$ cat src/rtl/cpic_pkg.sv
// Package of constants and carrier types for the clock and power initial configuration block.
package cpic_pkg;

  // ------------------------------------------------------------
  // Register byte offsets
  // ------------------------------------------------------------
  localparam logic [7:0] ADDR_CLK_SRC    = 8'h00;
  localparam logic [7:0] ADDR_FAST_FREQ  = 8'h04;
  localparam logic [7:0] ADDR_POWER_MODE = 8'h08;
  localparam logic [7:0] ADDR_FLASH_WAIT = 8'h0C;
  localparam logic [7:0] ADDR_SUB_DRIVE  = 8'h10;
  localparam logic [7:0] ADDR_OSC_EN     = 8'h14;
  localparam logic [7:0] ADDR_MOD_STOP   = 8'h18;
  localparam logic [7:0] ADDR_PIN_PKG    = 8'h1C;
  localparam logic [7:0] ADDR_DIV_WORD   = 8'h20;
  localparam logic [7:0] ADDR_STATUS     = 8'h24;
  localparam logic [7:0] ADDR_WAIT_TMR   = 8'h28;
  localparam logic [7:0] ADDR_PDIR_BASE  = 8'h40;
  localparam int         NUM_PORTS       = 18;

  // ------------------------------------------------------------
  // Encodings
  // ------------------------------------------------------------
  localparam logic [15:0] SRC_CODE_FAST_ONCHIP_OSC = 16'h0100;
  localparam logic [15:0] SRC_CODE_MAIN            = 16'h0200;
  localparam logic [15:0] SRC_CODE_SUB             = 16'h0300;
  localparam logic [15:0] SRC_CODE_PLL             = 16'h0400;
  localparam logic [7:0]  FAST_OSC_FREQ_SEL_LO     = 8'h00;
  localparam logic [7:0]  FAST_OSC_FREQ_SEL_MID    = 8'h01;
  localparam logic [7:0]  FAST_OSC_FREQ_SEL_HI     = 8'h02;
  localparam logic [7:0]  POWER_MODE_FAST          = 8'h00;
  localparam logic [7:0]  POWER_MODE_SLOW_ONE      = 8'h06;
  localparam logic [7:0]  POWER_MODE_SLOW_TWO      = 8'h07;
  localparam logic        FLASH_NO_WAIT            = 1'b0;
  localparam logic        FLASH_ONE_WAIT           = 1'b1;
  localparam logic [7:0]  SUB_OSC_DRIVE_LOW        = 8'h02;
  localparam logic [7:0]  SUB_OSC_DRIVE_STANDARD   = 8'h0C;
  localparam logic [31:0] DIV_WORD_PLL             = 32'h20C2_1222;
  localparam logic [31:0] DIV_WORD_FAST_OSC        = 32'h10C1_0111;
  localparam logic [31:0] DIV_WORD_OTHER           = 32'h55C5_5555;
  localparam logic        MODULE_STOP_ENABLE       = 1'b1;
  localparam logic        MODULE_STOP_DISABLE      = 1'b0;
  localparam logic [7:0]  PKG_176                  = 8'h00;
  localparam logic [7:0]  PKG_144                  = 8'h01;
  localparam logic [7:0]  PKG_100                  = 8'h02;

  // ------------------------------------------------------------
  // Reset values and field positions
  // ------------------------------------------------------------
  localparam logic [15:0] RST_CLK_SRC    = SRC_CODE_PLL;
  localparam logic [7:0]  RST_FAST_FREQ  = FAST_OSC_FREQ_SEL_HI;
  localparam logic [7:0]  RST_POWER_MODE = POWER_MODE_FAST;
  localparam logic        RST_FLASH_WAIT = FLASH_ONE_WAIT;
  localparam logic [7:0]  RST_SUB_DRIVE  = SUB_OSC_DRIVE_LOW;
  localparam logic [4:0]  RST_MOD_STOP   = 5'h00;
  localparam int          OSC_PLL_BIT    = 0;
  localparam int          OSC_FAST_BIT   = 1;
  localparam int          OSC_SUBSYS_BIT = 2;
  localparam int          OSC_SUBRTC_BIT = 3;
  localparam int          ST_SUB_ON_BIT  = 0;
  localparam int          ST_REJECT_BIT  = 1;

  // ------------------------------------------------------------
  // Wait timer: period 121212 ns at 200 MHz
  // ------------------------------------------------------------
  localparam int          SYS_CLK_PERIOD_PS = 5000;
  localparam longint      WAIT_TICK_NS      = 121212;
  localparam int          WAIT_TICK_CYC     = int'((WAIT_TICK_NS * 1000) / SYS_CLK_PERIOD_PS);

  // Direction masks per package, ports 0-9, A-G, J.
  typedef logic [NUM_PORTS*8-1:0] cpic_mask_vec_t;
  localparam cpic_mask_vec_t MASK_176 = {8'h00, 8'h00, 8'h00, 8'h00, 8'h00, 8'h00, 8'h00, 8'h00, 8'h00,
                                         8'h00, 8'h00, 8'h00, 8'h70, 8'h00, 8'h00, 8'h00, 8'h00, 8'h00};
  localparam cpic_mask_vec_t MASK_144 = {8'h00, 8'hFF, 8'h1F, 8'h00, 8'h00, 8'h00, 8'h00, 8'h00, 8'hF0,
                                         8'h00, 8'h00, 8'h00, 8'h00, 8'h00, 8'h00, 8'h00, 8'h03, 8'h00};
  localparam cpic_mask_vec_t MASK_100 = {8'h20, 8'hFF, 8'h3F, 8'h00, 8'h00, 8'h00, 8'h00, 8'h00, 8'hFF,
                                         8'hCF, 8'hFF, 8'hFF, 8'h40, 8'h00, 8'h00, 8'h00, 8'h03, 8'h0F};

  // ------------------------------------------------------------
  // Carrier types
  // ------------------------------------------------------------
  typedef struct packed {
    logic [15:0] clk_src;
    logic [7:0]  fast_freq;
    logic [7:0]  power_mode;
    logic        flash_wait;
    logic [7:0]  sub_drive;
    logic        pll_en;
    logic        fast_osc_en;
    logic        sub_osc_en;
  } cpic_clk_cfg_t;

  typedef struct packed {
    logic [31:0] awaddr;
    logic        awvalid;
    logic [31:0] wdata;
    logic [3:0]  wstrb;
    logic        wvalid;
    logic        bready;
    logic [31:0] araddr;
    logic        arvalid;
    logic        rready;
  } cpic_axi_req_t;

  typedef struct packed {
    logic        awready;
    logic        wready;
    logic [1:0]  bresp;
    logic        bvalid;
    logic        arready;
    logic [31:0] rdata;
    logic [1:0]  rresp;
    logic        rvalid;
  } cpic_axi_rsp_t;

  localparam logic [1:0] RESP_OKAY   = 2'b00;
  localparam logic [1:0] RESP_SLVERR = 2'b10;

endpackage

$ cat src/rtl/cpic_top.sv
// Clock and power start-up configuration block with an AXI4-Lite register slave.
`timescale 1ns/1ps
module cpic_top
  import cpic_pkg::*;
(
  // Clock and reset.
  input  wire logic                   sys_clk,
  input  wire logic                   rst_b,
  // AXI4-Lite slave.
  input  wire cpic_axi_req_t          axi_req,
  output cpic_axi_rsp_t               axi_rsp,
  // Configuration toward oscillators and flash.
  output cpic_clk_cfg_t               clk_cfg,
  output logic [31:0]                 clock_divider_word,
  output logic [4:0]                  module_stop,
  // Direction registers of the ports, one byte per port.
  output logic [NUM_PORTS*8-1:0]      port_direction_reg
);

  logic [15:0]          clk_src;
  logic [7:0]           fast_freq;
  logic [7:0]           power_mode;
  logic                 flash_wait;
  logic [7:0]           sub_drive;
  logic [3:0]           osc_en;
  logic [4:0]           mod_stop;
  logic [7:0]           pin_pkg;
  logic [31:0]          div_word;
  logic                 reject_flag;
  logic [NUM_PORTS*8-1:0] pdir;
  logic                 tmr_run;
  logic                 tmr_clear;
  logic [15:0]          tmr_ticks;
  logic                 aw_held;
  logic                 w_held;
  logic [7:0]           aw_addr;
  logic [31:0]          w_data;
  logic [3:0]           w_strb;
  logic                 do_write;
  logic                 wr_ok;
  logic                 wr_illegal;
  logic [31:0]          next_rdata;
  logic                 rd_hit;
  cpic_mask_vec_t       pkg_mask;
  logic                 pkg_write;

  // ------------------------------------------------------------
  // Write channel capture
  // ------------------------------------------------------------
  // Address and data are accepted independently, in any order.
  always_ff @(posedge sys_clk or negedge rst_b) begin
    if (!rst_b) begin
      aw_held <= 1'b0;
      w_held  <= 1'b0;
      aw_addr <= 8'h00;
      w_data  <= 32'h0000_0000;
      w_strb  <= 4'h0;
    end else begin
      if (axi_req.awvalid && axi_rsp.awready) begin
        aw_held <= 1'b1;
        aw_addr <= axi_req.awaddr[7:0];
      end else if (do_write) begin
        aw_held <= 1'b0;
      end
      if (axi_req.wvalid && axi_rsp.wready) begin
        w_held <= 1'b1;
        w_data <= axi_req.wdata;
        w_strb <= axi_req.wstrb;
      end else if (do_write) begin
        w_held <= 1'b0;
      end
    end
  end

  assign do_write = aw_held && w_held && !axi_rsp.bvalid;

  // Decode: illegal codes are reported but never stored.
  always_comb begin
    wr_ok      = 1'b1;
    wr_illegal = 1'b0;
    if (aw_addr >= ADDR_PDIR_BASE && aw_addr < ADDR_PDIR_BASE + 8'(NUM_PORTS * 4) && aw_addr[1:0] == 2'b00) begin
      wr_ok = 1'b1;
    end else begin
      unique case (aw_addr)
        ADDR_CLK_SRC: begin
          wr_illegal = !(w_data[15:0] == SRC_CODE_FAST_ONCHIP_OSC || w_data[15:0] == SRC_CODE_MAIN ||
                         w_data[15:0] == SRC_CODE_SUB || w_data[15:0] == SRC_CODE_PLL);
        end
        ADDR_FAST_FREQ: begin
          wr_illegal = !(w_data[7:0] == FAST_OSC_FREQ_SEL_LO || w_data[7:0] == FAST_OSC_FREQ_SEL_MID ||
                         w_data[7:0] == FAST_OSC_FREQ_SEL_HI);
        end
        ADDR_POWER_MODE: begin
          wr_illegal = !(w_data[7:0] == POWER_MODE_FAST || w_data[7:0] == POWER_MODE_SLOW_ONE ||
                         w_data[7:0] == POWER_MODE_SLOW_TWO);
        end
        ADDR_SUB_DRIVE: begin
          wr_illegal = !(w_data[7:0] == SUB_OSC_DRIVE_LOW || w_data[7:0] == SUB_OSC_DRIVE_STANDARD);
        end
        ADDR_FLASH_WAIT, ADDR_OSC_EN, ADDR_MOD_STOP, ADDR_PIN_PKG, ADDR_DIV_WORD, ADDR_STATUS,
        ADDR_WAIT_TMR: begin
          wr_illegal = 1'b0;
        end
        default: begin
          wr_ok = 1'b0;
        end
      endcase
    end
  end

  // ------------------------------------------------------------
  // Configuration registers
  // ------------------------------------------------------------
  // Stores happen only when the low-byte strobe w_strb[0] is set so a stray upper-lane write cannot corrupt a code.
  always_ff @(posedge sys_clk or negedge rst_b) begin
    if (!rst_b) begin
      clk_src    <= RST_CLK_SRC;
      fast_freq  <= RST_FAST_FREQ;
      power_mode <= RST_POWER_MODE;
      flash_wait <= RST_FLASH_WAIT;
      sub_drive  <= RST_SUB_DRIVE;
      osc_en     <= 4'h0;
      mod_stop   <= RST_MOD_STOP;
      pin_pkg    <= PKG_176;
      div_word   <= DIV_WORD_PLL;
      tmr_run    <= 1'b0;
    end else if (do_write && wr_ok && !wr_illegal && w_strb[0]) begin
      unique case (aw_addr)
        ADDR_CLK_SRC:    clk_src    <= w_data[15:0];
        ADDR_FAST_FREQ:  fast_freq  <= w_data[7:0];
        ADDR_POWER_MODE: power_mode <= w_data[7:0];
        ADDR_FLASH_WAIT: flash_wait <= w_data[0];
        ADDR_SUB_DRIVE:  sub_drive  <= w_data[7:0];
        ADDR_OSC_EN:     osc_en     <= w_data[3:0];
        ADDR_MOD_STOP:   mod_stop   <= w_data[4:0];
        ADDR_PIN_PKG:    pin_pkg    <= w_data[7:0];
        ADDR_DIV_WORD:   div_word   <= w_data;
        ADDR_WAIT_TMR:   tmr_run    <= w_data[0];
        default: begin
        end
      endcase
    end
  end

  // Sticky reject flag; a new rejection wins over a clear in the same write cycle.
  always_ff @(posedge sys_clk or negedge rst_b) begin
    if (!rst_b) begin
      reject_flag <= 1'b0;
    end else if (do_write && wr_ok && wr_illegal) begin
      reject_flag <= 1'b1;
    end else if (do_write && aw_addr == ADDR_STATUS && w_data[ST_REJECT_BIT]) begin
      reject_flag <= 1'b0;
    end
  end

  assign tmr_clear = do_write && aw_addr == ADDR_WAIT_TMR && w_data[1];
  assign pkg_write = do_write && w_strb[0] && aw_addr == ADDR_PIN_PKG;

  // ------------------------------------------------------------
  // Port direction masks
  // ------------------------------------------------------------
  // A package write selects its own masks at once, so the default package cannot leave bits behind.
  always_comb begin
    unique case (pkg_write ? w_data[7:0] : pin_pkg)
      PKG_144: pkg_mask = MASK_144;
      PKG_100: pkg_mask = MASK_100;
      default: pkg_mask = MASK_176;
    endcase
  end

  // Missing pins are forced to output so they cannot float; user writes only touch present pins.
  genvar gp;
  generate
    for (gp = 0; gp < NUM_PORTS; gp++) begin : g_port
      always_ff @(posedge sys_clk or negedge rst_b) begin
        if (!rst_b) begin
          pdir[gp*8 +: 8] <= 8'h00;
        end else if (pkg_write) begin
          pdir[gp*8 +: 8] <= pkg_mask[gp*8 +: 8];
        end else if (do_write && w_strb[0] && aw_addr == ADDR_PDIR_BASE + 8'(gp * 4)) begin
          pdir[gp*8 +: 8] <= w_data[7:0] | pkg_mask[gp*8 +: 8];
        end else begin
          pdir[gp*8 +: 8] <= pdir[gp*8 +: 8] | pkg_mask[gp*8 +: 8];
        end
      end
    end
  endgenerate

  // ------------------------------------------------------------
  // Outputs
  // ------------------------------------------------------------
  always_ff @(posedge sys_clk or negedge rst_b) begin
    if (!rst_b) begin
      clk_cfg            <= '0;
      clock_divider_word <= DIV_WORD_PLL;
      module_stop        <= RST_MOD_STOP;
      port_direction_reg <= '0;
    end else begin
      clk_cfg.clk_src     <= clk_src;
      clk_cfg.fast_freq   <= fast_freq;
      clk_cfg.power_mode  <= power_mode;
      clk_cfg.flash_wait  <= flash_wait;
      clk_cfg.sub_drive   <= sub_drive;
      clk_cfg.pll_en      <= osc_en[OSC_PLL_BIT];
      clk_cfg.fast_osc_en <= osc_en[OSC_FAST_BIT];
      clk_cfg.sub_osc_en  <= osc_en[OSC_SUBSYS_BIT] | osc_en[OSC_SUBRTC_BIT];
      clock_divider_word  <= div_word;
      module_stop         <= mod_stop;
      port_direction_reg  <= pdir;
    end
  end

  cpic_wait_timer u_wait_timer (
    .sys_clk (sys_clk),
    .rst_b   (rst_b),
    .run     (tmr_run),
    .clear   (tmr_clear),
    .ticks   (tmr_ticks)
  );

  // ------------------------------------------------------------
  // Bus handshake and read path
  // ------------------------------------------------------------
  always_comb begin
    rd_hit     = 1'b1;
    next_rdata = 32'h0000_0000;
    if (axi_req.araddr[7:0] >= ADDR_PDIR_BASE && axi_req.araddr[7:0] < ADDR_PDIR_BASE + 8'(NUM_PORTS * 4)) begin
      next_rdata[7:0] = pdir[8'(axi_req.araddr[7:2] - ADDR_PDIR_BASE[7:2]) * 8 +: 8];
    end else begin
      unique case (axi_req.araddr[7:0])
        ADDR_CLK_SRC:    next_rdata[15:0] = clk_src;
        ADDR_FAST_FREQ:  next_rdata[7:0]  = fast_freq;
        ADDR_POWER_MODE: next_rdata[7:0]  = power_mode;
        ADDR_FLASH_WAIT: next_rdata[0]    = flash_wait;
        ADDR_SUB_DRIVE:  next_rdata[7:0]  = sub_drive;
        ADDR_OSC_EN:     next_rdata[3:0]  = osc_en;
        ADDR_MOD_STOP:   next_rdata[4:0]  = mod_stop;
        ADDR_PIN_PKG:    next_rdata[7:0]  = pin_pkg;
        ADDR_DIV_WORD:   next_rdata       = div_word;
        ADDR_STATUS: begin
          next_rdata[ST_SUB_ON_BIT] = clk_cfg.sub_osc_en;
          next_rdata[ST_REJECT_BIT] = reject_flag;
        end
        ADDR_WAIT_TMR:   next_rdata       = {tmr_ticks, 15'h0000, tmr_run};
        default:         rd_hit           = 1'b0;
      endcase
    end
  end

  // One write and one read at a time; answers come one cycle after both halves are held.
  always_ff @(posedge sys_clk or negedge rst_b) begin
    if (!rst_b) begin
      axi_rsp <= '0;
    end else begin
      axi_rsp.awready <= !aw_held && !(axi_req.awvalid && axi_rsp.awready) && !axi_rsp.bvalid;
      axi_rsp.wready  <= !w_held && !(axi_req.wvalid && axi_rsp.wready) && !axi_rsp.bvalid;
      if (do_write) begin
        axi_rsp.bvalid <= 1'b1;
        axi_rsp.bresp  <= wr_ok ? RESP_OKAY : RESP_SLVERR;
      end else if (axi_req.bready) begin
        axi_rsp.bvalid <= 1'b0;
      end
      axi_rsp.arready <= 1'b0;
      if (axi_req.arvalid && !axi_rsp.arready && !axi_rsp.rvalid) begin
        axi_rsp.arready <= 1'b1;
        axi_rsp.rvalid  <= 1'b1;
        axi_rsp.rdata   <= next_rdata;
        axi_rsp.rresp   <= rd_hit ? RESP_OKAY : RESP_SLVERR;
      end else if (axi_rsp.rvalid && axi_req.rready) begin
        axi_rsp.rvalid <= 1'b0;
      end
    end
  end

endmodule

$ cat src/rtl/cpic_wait_timer.sv
// Software wait timer ticking once every 121212 ns.
`timescale 1ns/1ps
module cpic_wait_timer
  import cpic_pkg::*;
(
  // Clock and reset.
  input  wire logic        sys_clk,
  input  wire logic        rst_b,
  // Control.
  input  wire logic        run,
  input  wire logic        clear,
  // Count of elapsed ticks.
  output logic [15:0]      ticks
);

  logic [15:0] prescale;
  logic        tick_en;

  // ------------------------------------------------------------
  // Prescaler
  // ------------------------------------------------------------
  // One-cycle enable every tick period; the period is fixed by the slow oscillator limit.
  always_ff @(posedge sys_clk or negedge rst_b) begin
    if (!rst_b) begin
      prescale <= 16'h0000;
    end else if (clear || !run || tick_en) begin
      prescale <= 16'h0000;
    end else begin
      prescale <= prescale + 16'h0001;
    end
  end
  assign tick_en = run && (prescale == 16'(WAIT_TICK_CYC - 1));

  // Tick counter, wraps silently.
  always_ff @(posedge sys_clk or negedge rst_b) begin
    if (!rst_b) begin
      ticks <= 16'h0000;
    end else if (clear) begin
      ticks <= 16'h0000;
    end else if (tick_en) begin
      ticks <= ticks + 16'h0001;
    end
  end

endmodule

$ cat config.mk
export PLATFORM = sky130hd
export DESIGN_NAME = cpic_top
export DESIGN_NICKNAME = d
export VERILOG_FILES = /design/src/rtl/cpic_pkg.sv /design/src/rtl/cpic_top.sv /design/src/rtl/cpic_wait_timer.sv
export SDC_FILE = /design/constraint.sdc
export NUM_CORES = 1
export LEC_CHECK = 0
export BUFFER_PORTS_ARGS = -buffer_cell sky130_fd_sc_hd__buf_2
export CAP_MARGIN = 20
export CORE_MARGIN = 2
export CORE_UTILIZATION = 50
export CTS_BUF_LIST = sky130_fd_sc_hd__clkbuf_16
export DETAILED_ROUTE_END_ITERATION = 16
export PLACE_DENSITY_LB_ADDON = 0.05
export SLEW_MARGIN = 20
export SYNTH_ARGS = -nofsm -noshare
export SYNTH_HDL_FRONTEND = slang
export SYNTH_SLANG_ARGS = --single-unit
export TNS_END_PERCENT = 100
$ cat constraint.sdc
create_clock -name sys_clk -period 2.8 [get_ports sys_clk]
set_input_delay 0.14 -clock sys_clk [delete_from_list [all_inputs] [get_ports sys_clk]]
set_output_delay 0.14 -clock sys_clk [all_outputs]
set_load 0.02 [all_outputs]
=== Yosys cells after proc, flatten, opt, wreduce, memory -nomap -nowiden ===
Index checks and enable logic that the tools add are counted.

* Add/sub/neg operators: 3
* Magnitude comparators: 4
* Eq/ne operators: 50
* Shift-type cells: 1
* Muxes and demuxes: 68
* Bitwise operators: 37
* Reductions and logical operators: 88

{| class="wikitable"
|+ Operators by type and width
! operator !! number
|-
| $mux W8 || 38
|-
| $or A8 B8 Y8 || 36
|-
| $pmux W142 S2 || 1
|-
| $shiftx A144 B12 Y8 || 1
|-
| $eq A8 B7 Y1 const B || 16
|-
| $eq A8 B5 Y1 const B || 8
|-
| $eq A8 B6 Y1 const B || 6
|-
| $mux W16 || 3
|-
| $logic_and A1 B1 Y1 || 43
|-
| $eq A8 B4 Y1 const B || 5
|-
| $mux W35 || 1
|-
| $add A16 B1 Y16 const B || 2
|-
| $eq A16 B10 Y1 const B || 2
|-
| $eq A8 B3 Y1 const B || 4
|-
| $pmux W16 S2 || 1
|-
| $logic_not A8 Y1 || 3
|-
| $mux W24 || 1
|-
| $reduce_or A11 Y1 || 2
|-
| $reduce_and A2 Y1 || 10
|-
| $pmux W3 S6 || 1
|-
| $eq A16 B11 Y1 const B || 1
|-
| $eq A16 B15 Y1 const B || 1
|-
| $eq A16 B9 Y1 const B || 1
|-
| $eq A8 B1 Y1 const B || 2
|-
| 18 further kinds || 62
|}

* Bits in registers: 577
* Bits of input ports: 107
* Word-level logic and storage cells: 306

=== Depth between registers and ports, before layout ===
Gate-level depths: netlist of run 1.

* Depth after elaboration: 11
* Gate-level depth with buffers: 8

=== Modules after synthesis ===
Synthesis of run 1 repeated with hierarchy kept, for this count alone.

* Cell total of the unflattened synthesis: 1729
* Area, all modules: 22141.2 µm²

{| class="wikitable"
|+ Modules (own cells, without submodules)
! module !! instances !! cells each !! area each (µm²)
|-
| cpic_top || 1 || 1557 || 20484.6
|-
| cpic_wait_timer || 1 || 172 || 1656.6
|}

=== Least setup slack after synthesis of run 1 ===
No wires, ideal clock.

* Path kind: register to register
* Start: register aw_addr[4]
* End: register power_mode[1]
* Library setup time: 0.125 ns
* Data arrival time: 2.049 ns
* Data required time: 2.675 ns
* Path slack: 0.626 ns
* Stages on the path, launching flop included: 7
* Path buffers: 1
* Path through: dfrtp_1 > buf_6 > or4_4 > a2111oi_4 > a22oi_2 > nor2_4 > mux2_2

* Cells in the longest elaborated chain, start to end: 8
* Elaborated cells on any way between the ends: 25
* Those cells by class: 2 x order compare; 10 x eq/ne; 4 x mux; 9 x reduce/logical

{| class="wikitable"
|+ Ends and longest elaborated chain
! what !! RTL line !! text
|-
| start, declared || cpic_top.sv:36 || <nowiki>logic [7:0] aw_addr;</nowiki>
|-
| start signal, assigned || cpic_top.sv:61 || <nowiki>aw_addr <= axi_req.awaddr[7:0];</nowiki>
|-
| $ge A8 B7 Y1 (tied with other cells) || cpic_top.sv:81 || <nowiki>if (aw_addr >= ADDR_PDIR_BASE && aw_addr < ADDR_PDIR_BASE + 8'(NUM_PORTS * 4) && aw_addr[1:0] == 2'b00) begin</nowiki>
|-
| $logic_and A1 B1 Y1 or $reduce_or A11 Y1 (tied branches) || n/a ||
|-
| $logic_and A1 B1 Y1 or $mux W1 (tied branches) || cpic_top.sv:81, cpic_top.sv:84 ||
|-
| $mux W1 || cpic_top.sv:81 ||
|-
| $logic_and A1 B1 Y1 or $logic_not A1 Y1 (tied branches) || cpic_top.sv:127 || <nowiki>end else if (do_write && wr_ok && !wr_illegal && w_strb[0]) begin</nowiki>
|-
| $logic_and A1 B1 Y1 (2 in a row) || cpic_top.sv:127 ||
|-
| $reduce_and A2 Y1 (no line) * || n/a ||
|-
| end signal, assigned || cpic_top.sv:131 || <nowiki>ADDR_POWER_MODE: power_mode <= w_data[7:0];</nowiki>
|-
| end, declared || cpic_top.sv:22 || <nowiki>logic [7:0] power_mode;</nowiki>
|}

Mark *: on every way between the ends. The rest lies on a longest branch, timed or not.
A chain may end at the register's enable or synchronous reset.

=== Final worst setup path of run 1 ===
* Start: register aw_addr[5]
* End: register pdir[67]

* Cells in the longest elaborated chain, start to end: 8
* Elaborated cells on any way between the ends: 12
* Those cells by class: 4 x eq/ne; 4 x mux; 2 x bitwise; 2 x reduce/logical

{| class="wikitable"
|+ Ends and longest elaborated chain
! what !! RTL line !! text
|-
| $eq A8 B5 Y1 || cpic_top.sv:157 || <nowiki>assign pkg_write = do_write && w_strb[0] && aw_addr == ADDR_PIN_PKG;</nowiki>
|-
| $logic_and A1 B1 Y1 || cpic_top.sv:157 ||
|-
| $mux W8 || cpic_top.sv:164 || <nowiki>unique case (pkg_write ? w_data[7:0] : pin_pkg)</nowiki>
|-
| $eq A8 B2 Y1 or $eq A8 B1 Y1 (tied branches) || cpic_top.sv:164 ||
|-
| $pmux W142 S2 || cpic_top.sv:164 ||
|-
| $or A8 B8 Y8, on equally long branches || cpic_top.sv:183, cpic_top.sv:181 ||
|-
| $mux W8 || cpic_top.sv:180 || <nowiki>end else if (do_write && w_strb[0] && aw_addr == ADDR_PDIR_BASE + 8'(gp * 4)) begin</nowiki>
|-
| $mux W8 * || cpic_top.sv:178 || <nowiki>end else if (pkg_write) begin</nowiki>
|-
| end signal, assigned by index || cpic_top.sv:179 || <nowiki>pdir[gp*8 +: 8] <= pkg_mask[gp*8 +: 8];</nowiki>
|-
| end signal, assigned by index || cpic_top.sv:181 || <nowiki>pdir[gp*8 +: 8] <= w_data[7:0] | pkg_mask[gp*8 +: 8];</nowiki>
|-
| end signal, assigned by index || cpic_top.sv:183 || <nowiki>pdir[gp*8 +: 8] <= pdir[gp*8 +: 8] | pkg_mask[gp*8 +: 8];</nowiki>
|-
| end, declared || cpic_top.sv:30 || <nowiki>logic [NUM_PORTS*8-1:0] pdir;</nowiki>
|}

Marks and branches as above.

==> metrics.cfg, run 1 <==
[status]
status = finished, final reports clean

[yosys]
syn_inst = 1734
yosysTopAreaCell = dfrtp_1
synth_area_sq_um = 22300
synthArstFlopShare = 1.00
avgSynthCellArea_sq_um = 12.9
synth_warnings = 0
synthFlopType = dfrtp_1
synth_top_area_frac = 0.622
synth_cell_types = 80
synth_edf_count = 0
synth-seq-cells = 575
synth_seq_area_share = 0.646
synth_area_leaders = dfrtp_1 62%, mux2_2 4.9%, mux2i_1 4.6%

[detailed_routing]
routed_via_density = 5.61
drt_wl_total_mm = 63.3
drtIter0Drc = 1221
vias = 15600
wl_per_cell_um = 22.7
first_pass_iters = 5
drcViolationCount = 0
ant_nets = 0

[worst_setup_path]
critPathKind = flop to flop
end_kind = flop
crit_chain = or4b_4, or3_4, and4b_4, a31oi_4, buf_12, o21ai_0
cp_max_fo = 32
path_buf_inv = 1
worstPathRequired_ns = 3.27
crit_family = simple AND/OR/NAND/NOR gates
worstPathArrival_ns = 2.91
start_kind = flop
max_stage_delay_ns = 0.58
slowest_stage = or4b_4

[global_routing]
grt-ovfl-total = 0
antenna_found_initial = 3
grt_pass1_vias = 15500
groute.usage.overall = 0.275
grt_pass1_wl_mm = 96.5
grt_max_degree = 95

[floorplan]
fp.dieArea_sq_um = 46400
fp.dieH_um = 215
start_util = 0.506
fp.coreArea_sq_um = 44100
ios = 373
rows = 77
die_w_um = 215

[finish]
syn2layout_area_growth_pct = 23.0
fill_cells = 3580
nets = 2260
drive_gt1_frac = 0.314
fin_area_sq_um = 27500

[power]
clock_power_share = 0.341
power_switching_w = 0.00704
pwr_density_cell_nw_per_um2 = 829
pwr-share-comb = 0.196
power_w = 0.0228
intPower_w = 0.0157
vdd_drop_max_mv = 0.452
p_leak_nw = 13.9
swShare = 0.309
seqPwrFrac = 0.463

[clocking]
cts.repair.resized = 0
h-tree-depth = 2
ctsRootBufferMaster = clkbuf_16
clkLatencyLatePin_ns = 0.62
cts_buffer_depth = 3
cts.reportedPaths.clkPinSlew_ns = 0.06
numCtsBuffers = 58
cts_tree = built
cts.sinks = 575

[placed_design]
place.gp.congestion = 0.895
hpwlAfterDp_mm = 44.3
placed_area_sq_um = 25100
io_buffer_count = 319
pre_cts_ws_ns = 0.372

[timing]
whs_ns = 0.0532
fin_setup_tns_ns = 0
period_needed_ns = 2.44
timing.fmax_mhz = 410
fin_worst_skew_ns = 0.0307
worst_pin_slew_ns = 0.984
worst_slack_ns = 0.359
slew_violations = 0
grt_setup_unrepaired = no
setup_viol = 0
finalHoldViolCount = 0
max_slew_margin = 0.339
fin_crit_sh = 0.872

[job]
drv_cap = 0

[min_path]
hp-class = input port to flop

[cell families (layout without fill, tap and decap cells)]
kind of cell             Yosys count  in the layout  synth area share
AO/OA/AOI/OAI                    314            314            0.0888
flip-flops                       575            575             0.646
XOR/XNOR                          19             19           0.00745
multiplexers                     228            228             0.123
buffers and inverters            123            582            0.0245
other                              1              3          0.000168
adder cells (fa/ha/maj)            7              7           0.00392
AND/OR/NAND/NOR                  467            467             0.107
[cell type report]
type                       count  area (sq um)  area share
clock buffer                  59          1480      0.0538
antenna                        1          2.50   0.0000911
inverter                      16          60.1     0.00219
tap                          592           741      0.0270
sequential                   575         14400       0.525
timing repair buffer         458          2960       0.108
multi-input combinational   1037          7380       0.269
clock inverter                49           432      0.0157
[worst register-to-register path, cell delays in order (launching register included)]
cell     delay, ns
dfrtp_1       0.38
or4b_4        0.58
or3_4         0.52
and4b_4       0.26
a31oi_4       0.16
buf_12        0.25
o21ai_0       0.16
[layout by cell type, fill, tap and decap left out, types with 6 or more instances in the layout]
cell type      synthesis  routed
inv_1                 16      26
a31oi_1                9       9
a22oi_1               34      34
nor2b_1               19      19
dfrtp_1              555     555
a221oi_1               6       6
nand4_1               11      11
dlygate4sd3_1          0      48
or3_1                 14      14
o21ai_2               20      20
clkinv_1               0      12
mux4_2                27      27
clkinv_2               0      15
mux2i_1              103     103
and2_1                24      24
nand2_1              174     174
dfstp_2               20      20
o31ai_1                7       7
buf_2                 31     318
o211ai_1               6       6
a21oi_1               74      74
xor2_1                11      11
or4_1                  8       8
nor2_1                71      71
nand3_1               65      65
o22ai_1               13      13
buf_4                  4      76
ha_1                   7       7
a211oi_1              12      12
buf_12                 0      15
mux2_2                97      97
xnor2_1                8       8
nor3_1                17      16
o21ai_0              102     102
nand2b_1               7       7
clkbuf_16              0      59
bufinv_16              0       8
[metrics by stage]
step,util,cells
after global routing,0.622,2787
after global placement,0.568,2630
final,0.622,2787
after detailed placement,0.568,2630
after floorplan,-,1735
after CTS,0.622,2786
[metal layers]
| metal | wire [um] | GRT usage | part of all wire | up-vias |
|---|---|---|---|---|
| li1 | - | - | - | 6985 |
| met1 | 28000 | 0.398 | 0.44 | 7959 |
| met2 | 29400 | 0.425 | 0.47 | 600 |
| met3 | 4120 | 0.0528 | 0.065 | 99 |
| met4 | 1680 | 0.0814 | 0.027 | 0 |
| met5 | 0 | 0 | 0 | - |
[power by group through the flow]
stage	Clock, W	Combinational, W	Sequential [W]
floorplan	0	0.00201	0.0109
global placement	0	0.00433	0.0106
detailed placement	0	0.00440	0.0107
CTS	0.00789	0.00447	0.0105
global route	0.00823	0.00477	0.0107
finish	0.00776	0.00446	0.0106
[final timing paths]
| check | startpoint | end | slack, ns | depth (start not counted) |
|---|---|---|---|---|
| min in group asynchronous | rst_b | port_direction_reg[52]$_DFF_PN0_ | 0.15 | 2 |
| max in group asynchronous | rst_b | sub_drive[1]$_DFFE_PN1P_ | 1.70 | 3 |
| max | aw_addr[5]$_DFFE_PN0P_ | pdir[67]$_DFF_PN0_ | 0.36 | 6 |
| min reg2reg | div_word[9]$_DFFE_PN1P_ | clock_divider_word[9]$_DFF_PN1_ | 0.37 | 0 |
| max reg2reg | aw_addr[5]$_DFFE_PN0P_ | pdir[67]$_DFF_PN0_ | 0.36 | 6 |
| min | axi_req[3] | axi_rsp[8]$_DFFE_PN0P_ | 0.05 | 3 |
[Yosys cell counts, types with 9 or more instances]
| cell | number |
|---|---|
| mux4_2 | 27 |
| o21ai_0 | 102 |
| clkbuf_1 | 63 |
| dfstp_2 | 20 |
| o22ai_1 | 13 |
| a22oi_1 | 34 |
| buf_2 | 31 |
| and2_1 | 24 |
| nor2b_1 | 19 |
| nand4_1 | 11 |
| mux2i_1 | 103 |
| nand2_1 | 174 |
| xor2_1 | 11 |
| dfrtp_1 | 555 |
| mux2_2 | 97 |
| a211oi_1 | 12 |
| a21oi_1 | 74 |
| inv_1 | 16 |
| a31oi_1 | 9 |
| nor3_1 | 17 |
| nor2_1 | 71 |
| nand3_1 | 65 |
| o21ai_2 | 20 |
| or3_1 | 14 |
[timing repair]
item,4_1_cts,5_1_grt
hold endpoints to repair,116,0
setup endpoints to repair,0,0
buffers inserted,0,0
hold buffers,48,0
(Power assumes the default switching activity.)
==> inputs of run 2 (changes only) <==
--- a/config.mk
+++ b/config.mk
@@ -10,5 +10,5 @@
 export CORE_MARGIN = 2
 export CORE_UTILIZATION = 50
-export CTS_BUF_LIST = sky130_fd_sc_hd__clkbuf_16
+export CTS_BUF_LIST = sky130_fd_sc_hd__clkbuf_8 sky130_fd_sc_hd__clkbuf_16
 export DETAILED_ROUTE_END_ITERATION = 16
 export PLACE_DENSITY_LB_ADDON = 0.05
==> constraint.sdc (replaced) <==
create_clock -name sys_clk -period 2.8 [get_ports sys_clk]
set_input_delay 0.7 -clock sys_clk [delete_from_list [all_inputs] [get_ports sys_clk]]
set_output_delay 0.7 -clock sys_clk [all_outputs]
set_load 0.02 [all_outputs]
==> metrics.cfg, run 2 (same netlist as run 1, synthesis figures left out) <==
[detailed_routing]
routed_via_density = 5.64  ; was 5.61
wl_per_cell_um = 23.3  ; was 22.7 um
first_pass_iters = 5  ; unchanged
vias = 15500  ; was 15,600
ant_nets = 0  ; unchanged
drt_wl_total_mm = 63.9  ; was 63.3 mm
drcViolationCount = 0  ; unchanged
drtIter0Drc = 1416  ; was 1,221

[clocking]
cts_setup_buffers = 0  ; unchanged
cts.sinks = 575  ; unchanged
cts_tree = built  ; unchanged
cts.reportedPaths.clkPinSlew_ns = 0.06  ; about the same
h-tree-depth = 2  ; unchanged
numCtsBuffers = 57  ; was 58
cts_buffer_depth = 3  ; unchanged
cts_hold_buf = 0  ; was 48
cts.repair.resized = 0  ; unchanged
clkLatencyLatePin_ns = 0.61  ; was 0.62 ns
ctsRootBufferMaster = clkbuf_16  ; unchanged

[timing]
timing.fmax_mhz = 403  ; was 410 MHz
fin_setup_tns_ns = 0  ; unchanged
setup_viol = 0  ; unchanged
slew_violations = 0  ; unchanged
grt_setup_unrepaired = no  ; unchanged
fin_crit_sh = 0.887  ; was 0.872
worst_pin_slew_ns = 0.942  ; was 0.984 ns
fin_worst_skew_ns = 0.0203  ; was 0.0307 ns
period_needed_ns = 2.48  ; was 2.44 ns
max_slew_margin = 0.367  ; was 0.339
finalHoldViolCount = 0  ; unchanged

[finish]
nets = 2217  ; was 2,260
syn2layout_area_growth_pct = 21.2  ; was 23.0%
mostFrequentLayoutCells = 555 x dfrtp_1, 318 x buf_2, 174 x nand2_1, 103 x mux2i_1, 102 x o21ai_0  ; unchanged
fin_util = 0.613  ; was 0.622
layout_commonest_cell = dfrtp_1  ; unchanged
fill_cells = 3547  ; was 3,580
drive_gt1_frac = 0.326  ; was 0.314

[floorplan]
die_w_um = 215  ; unchanged
ios = 373  ; unchanged
fp.coreArea_sq_um = 44100  ; unchanged
fp.dieH_um = 215  ; unchanged
fp.dieArea_sq_um = 46400  ; unchanged
start_util = 0.506  ; unchanged
rows = 77  ; unchanged

[global_routing]
grt_pass1_wl_mm = 97.5  ; was 96.5 mm
antenna_found_initial = 6  ; was 3
grt_pass1_vias = 15500  ; about the same
grt-ovfl-total = 0  ; unchanged
groute.usage.overall = 0.279  ; was 0.275
grt_max_degree = 83  ; was 95

[worst_setup_path]
worstPathArrival_ns = 2.95  ; was 2.91 ns
cp_max_fo = 32  ; unchanged
end_kind = flop  ; unchanged
start_kind = flop  ; unchanged
critPathKind = flop to flop  ; unchanged
worstPathRequired_ns = 3.26  ; was 3.27 ns

[power]
p_leak_nw = 13.7  ; was 13.9 nW
vdd_drop_max_mv = 0.467  ; was 0.452 mV
intPower_w = 0.0155  ; was 0.0157 W
swShare = 0.311  ; was 0.309
pwr-share-comb = 0.198  ; was 0.196
seqPwrFrac = 0.469  ; was 0.463
clock_power_share = 0.333  ; was 0.341
power_switching_w = 0.00698  ; was 0.00704 W
pwr_density_cell_nw_per_um2 = 830  ; was 829 nW/um^2

[placed_design]
place.gp.congestion = 0.903  ; was 0.895
hpwlAfterDp_mm = 44.9  ; was 44.3 mm
io_buffer_count = 319  ; unchanged

[min_path]
hp-class = input port to asynchronous set/reset pin  ; was input port to flop

[job]
drv_cap = 0  ; unchanged

[status]
status = finished, final reports clean  ; unchanged

## run 2: cell type report
type	count	area, sq um	share of cell area
sequential	575	14400	0.533
clock inverter	33	224	0.00827
multi-input combinational	1037	7380	0.273
tap	592	741	0.0274
clock buffer	71	1640	0.0606
inverter	16	60.1	0.00222
antenna	2	5.00	0.000185
timing repair buffer	416	2600	0.0960
## run 2: routing by layer
metal	routed length (um)	vias to the layer above	GRT usage
met5	51	-	0
met4	1970	8	0.0989
met3	4230	111	0.0613
met2	29500	560	0.419
met1	28200	7889	0.405
li1	-	6901	-
## run 2: final timing paths
path | to | from | depth (start not counted) | slack, ns
min in group sys_clk | axi_rsp[0]$_DFFE_PN0P_ | axi_req[0] | 2 | 0.27
max in group asynchronous | port_direction_reg[66]$_DFF_PN0_ | rst_b | 2 | 1.84
hold / removal | port_direction_reg[58]$_DFF_PN0_ | rst_b | 1 | 0.008
hold reg to reg | clock_divider_word[23]$_DFF_PN1_ | div_word[23]$_DFFE_PN1P_ | 0 | 0.37
setup / recovery | pdir[67]$_DFF_PN0_ | aw_addr[5]$_DFFE_PN0P_ | 6 | 0.32
setup reg to reg | pdir[67]$_DFF_PN0_ | aw_addr[5]$_DFFE_PN0P_ | 6 | 0.32
## run 2: metrics by stage
step	setup slack [ns]	instance area, sq um	hold slack, ns	instances	total power (W)
2_1_floorplan	0.276	22300	0.354	1735	0.0130
3_3_place_gp	0.146	25200	0.362	2636	0.0150
3_5_place_dp	0.0927	25200	0.365	2636	0.0151
4_1_cts	0.321	27100	0.00944	2740	0.0226
5_1_grt	0.213	27100	0.0131	2742	0.0234
6_report	0.316	27100	0.00762	2742	0.0225
## run 2: power by group through the flow
stage                     clock, W  sequential [W]  combinational, W
after floorplan                  0          0.0109           0.00201
final                      0.00748          0.0105           0.00444
after CTS                  0.00760          0.0105           0.00446
after global placement           0          0.0106           0.00438
after detailed placement         0          0.0107           0.00445
after global routing       0.00797          0.0107           0.00474
## run 2: worst max-delay path, cell delays in order (launching register included)
cell and delay, ns:
dfrtp_1 0.37, or4b_4 0.58, or3_4 0.52, and4b_4 0.26, a31oi_4 0.17, buf_12 0.26
o21ai_0 0.14
==> inputs of run 3 (changes only) <==
BUFFER_PORTS_ARGS = not set   (was -buffer_cell sky130_fd_sc_hd__buf_2)
DONT_BUFFER_PORTS = 1   (was not set)
TNS_END_PERCENT = not set   (was 100)
==> metrics.cfg, run 3 (same netlist as run 1, synthesis figures left out) <==
[timing]
grt_setup_unrepaired = no  ; unchanged
slew_violations = 0  ; unchanged
timing.fmax_mhz = 404  ; was 403 MHz
worst_pin_slew_ns = 0.968  ; was 0.942 ns
setup_viol = 0  ; unchanged
period_needed_ns = 2.48  ; about the same
fin_worst_skew_ns = 0.0182  ; was 0.0203 ns
whs_ns = -0.214  ; was 0.00762 ns
fin_setup_tns_ns = 0  ; unchanged
fin_crit_sh = 0.885  ; was 0.887
finalHoldViolCount = 443  ; was 0
max_slew_margin = 0.355  ; was 0.367

[worst_setup_path]
critPathKind = flop to flop  ; unchanged
end_kind = flop  ; unchanged
crit_chain = nand4bb_1, or3_4, and4b_4, a31oi_4, buf_12, o21ai_0  ; was or4b_4, or3_4, and4b_4, a31oi_4, buf_12, o21ai_0
max_stage_delay_ns = 0.63  ; was 0.58 ns
start_kind = flop  ; unchanged
slowest_stage = or3_4  ; was or4b_4
r2r_slack_ns = 0.32  ; about the same
cp_max_fo = 32  ; unchanged
worstPathRequired_ns = 3.28  ; was 3.26 ns
worstPathArrival_ns = 2.95  ; about the same

[placed_design]
io_buffer_count = 0  ; was 319
placed_area_sq_um = 23000  ; was 25,200 sq um
place.gp.congestion = 0.841  ; was 0.903
hpwlAfterDp_mm = 41.2  ; was 44.9 mm

[detailed_routing]
drt-met1-wl_mm = 26.7  ; was 28.2 mm
first_pass_iters = 7  ; was 5
wl_per_cell_um = 26.2  ; was 23.3 um
routed_via_density = 5.94  ; was 5.64
drt_wl_total_mm = 62.3  ; was 63.9 mm
ant_nets = 0  ; unchanged
route.met2.wl_mm = 28.9  ; was 29.5 mm
drcViolationCount = 0  ; unchanged
drtIter0Drc = 1397  ; was 1,416
vias = 14100  ; was 15,500
wl_met3_mm = 4.86  ; was 4.23 mm
highest_layer = met5  ; unchanged

[clocking]
ctsRootBufferMaster = clkbuf_16  ; unchanged
cts.sinks = 575  ; unchanged
h-tree-depth = 2  ; unchanged
numCtsBuffers = 57  ; unchanged
cts.reportedPaths.clkPinSlew_ns = 0.06  ; about the same
cts_buffer_depth = 3  ; unchanged
clkLatencyLatePin_ns = 0.61  ; about the same
cts_tree = built  ; unchanged

[status]
failed_checks = hold timing
status = complete, but fails checks  ; was finished, final reports clean

[floorplan]
fp.coreArea_sq_um = 44100  ; unchanged
ios = 373  ; unchanged
die_w_um = 215  ; unchanged
start_util = 0.506  ; unchanged
fp.dieH_um = 215  ; unchanged
rows = 77  ; unchanged
fp.dieArea_sq_um = 46400  ; unchanged

[power]
seqPwrFrac = 0.519  ; was 0.469
swShare = 0.305  ; was 0.311
intPower_w = 0.0152  ; was 0.0155 W
pwr-share-comb = 0.129  ; was 0.198
power_w = 0.0219  ; was 0.0225 W
p_leak_nw = 11.8  ; was 13.7 nW
vdd_drop_max_mv = 0.452  ; was 0.467 mV
power_switching_w = 0.00667  ; was 0.00698 W
pwr_density_cell_nw_per_um2 = 877  ; was 830 nW/um^2
clock_power_share = 0.352  ; was 0.333

[finish]
syn2layout_area_growth_pct = 11.8  ; was 21.2%
drive_gt1_frac = 0.187  ; was 0.326
mostFrequentLayoutCells = 555 x dfrtp_1, 174 x nand2_1, 103 x mux2i_1, 102 x o21ai_0, 97 x mux2_2  ; was 555 x dfrtp_1, 318 x buf_2, 174 x nand2_1, 103 x mux2i_1, 102 x o21ai_0
fin_area_sq_um = 25000  ; was 27,100 sq um
nets = 1852  ; was 2,217
layout_commonest_cell = dfrtp_1  ; unchanged

[global_routing]
grt_max_degree = 576  ; was 83
groute.usage.overall = 0.270  ; was 0.279
antenna_found_initial = 10  ; was 6
grt-ovfl-total = 0  ; unchanged
grt_pass1_vias = 13800  ; was 15,500
grt_pass1_wl_mm = 93.4  ; was 97.5 mm

[min_path]
hp-class = input port to asynchronous set/reset pin  ; unchanged

[job]
drv_cap = 0  ; unchanged

run 3: cell types whose count changed in the layout (fill, tap and decap cells not counted), moves of 2 or more:
cell,delta
buf_2,-318
clkinv_2,-2
clkbuf_8,-2
buf_12,-17
clkinvlp_4,-3
inv_1,+2
buf_4,-29
diode_2,+2
bufinv_16,+3
run 3: per-layer routing:
layer / global-route usage / vias to the layer above
met2: 0.411 / 499
met1: 0.384 / 7321
met5: 0 / -
met4: 0.0821 / 12
met3: 0.0726 / 110
li1: - / 6179
run 3: through the flow:
| stage | instances | utilization | setup slack [ns] |
|---|---|---|---|
| 4_1_cts | 2373 | 0.565 | 0.329 |
| 2_1_floorplan | 1735 | - | 0.276 |
| 5_1_grt | 2374 | 0.565 | 0.189 |
| 3_3_place_gp | 2271 | 0.522 | 0.311 |
| 3_5_place_dp | 2271 | 0.522 | 0.227 |
| 6_report | 2377 | 0.565 | 0.322 |
run 3: timing repair:
action | in CTS | in global routing
setup buffers | 0 | 0
hold endpoints to repair | 556 | 555
resized for setup | 0 | 0
run 3: worst max-delay path, delay by kind of cell, from the launching register on:
family / cells / cell delay, ns
compound gates: 2 / 0.29
flops: 1 / 0.45
buf+inv: 1 / 0.25
simple gates: 3 / 1.32
run 3: power groups by stage:
| stage | Combinational [W] | Clock, W | Sequential [W] |
|---|---|---|---|
| floorplan | 0.00201 | 0 | 0.0109 |
| global placement | 0.00273 | 0 | 0.0115 |
| detailed placement | 0.00280 | 0 | 0.0115 |
| CTS | 0.00281 | 0.00788 | 0.0114 |
| global route | 0.00303 | 0.00824 | 0.0115 |
| finish | 0.00282 | 0.00771 | 0.0114 |
run 3: final timing paths:
kind,from,endpoint,depth (start not counted)
setup / recovery,aw_addr[0]$_DFFE_PN0P_,pdir[56]$_DFF_PN0_,6
hold / removal,rst_b,port_direction_reg[2]$_DFF_PN0_,0
setup reg to reg,aw_addr[0]$_DFFE_PN0P_,pdir[56]$_DFF_PN0_,6
hold reg to reg,div_word[1]$_DFFE_PN1P_,clock_divider_word[1]$_DFF_PN1_,0
max in group asynchronous,rst_b,w_data[19]$_DFFE_PN0P_,0
min in group sys_clk,axi_req[0],axi_rsp[0]$_DFFE_PN0P_,1
run 3: final cells by class:
class / instances / area [sq um]
Antenna cell: 4 / 10.0
Clock buffer: 69 / 1610
Clock inverter: 33 / 289
Fill cell: 3701 / 19200
Inverter: 16 / 60.1
Multi-Input combinational cell: 1037 / 7390
Sequential cell: 575 / 14400
Tap cell: 592 / 741
Timing Repair Buffer: 51 / 433
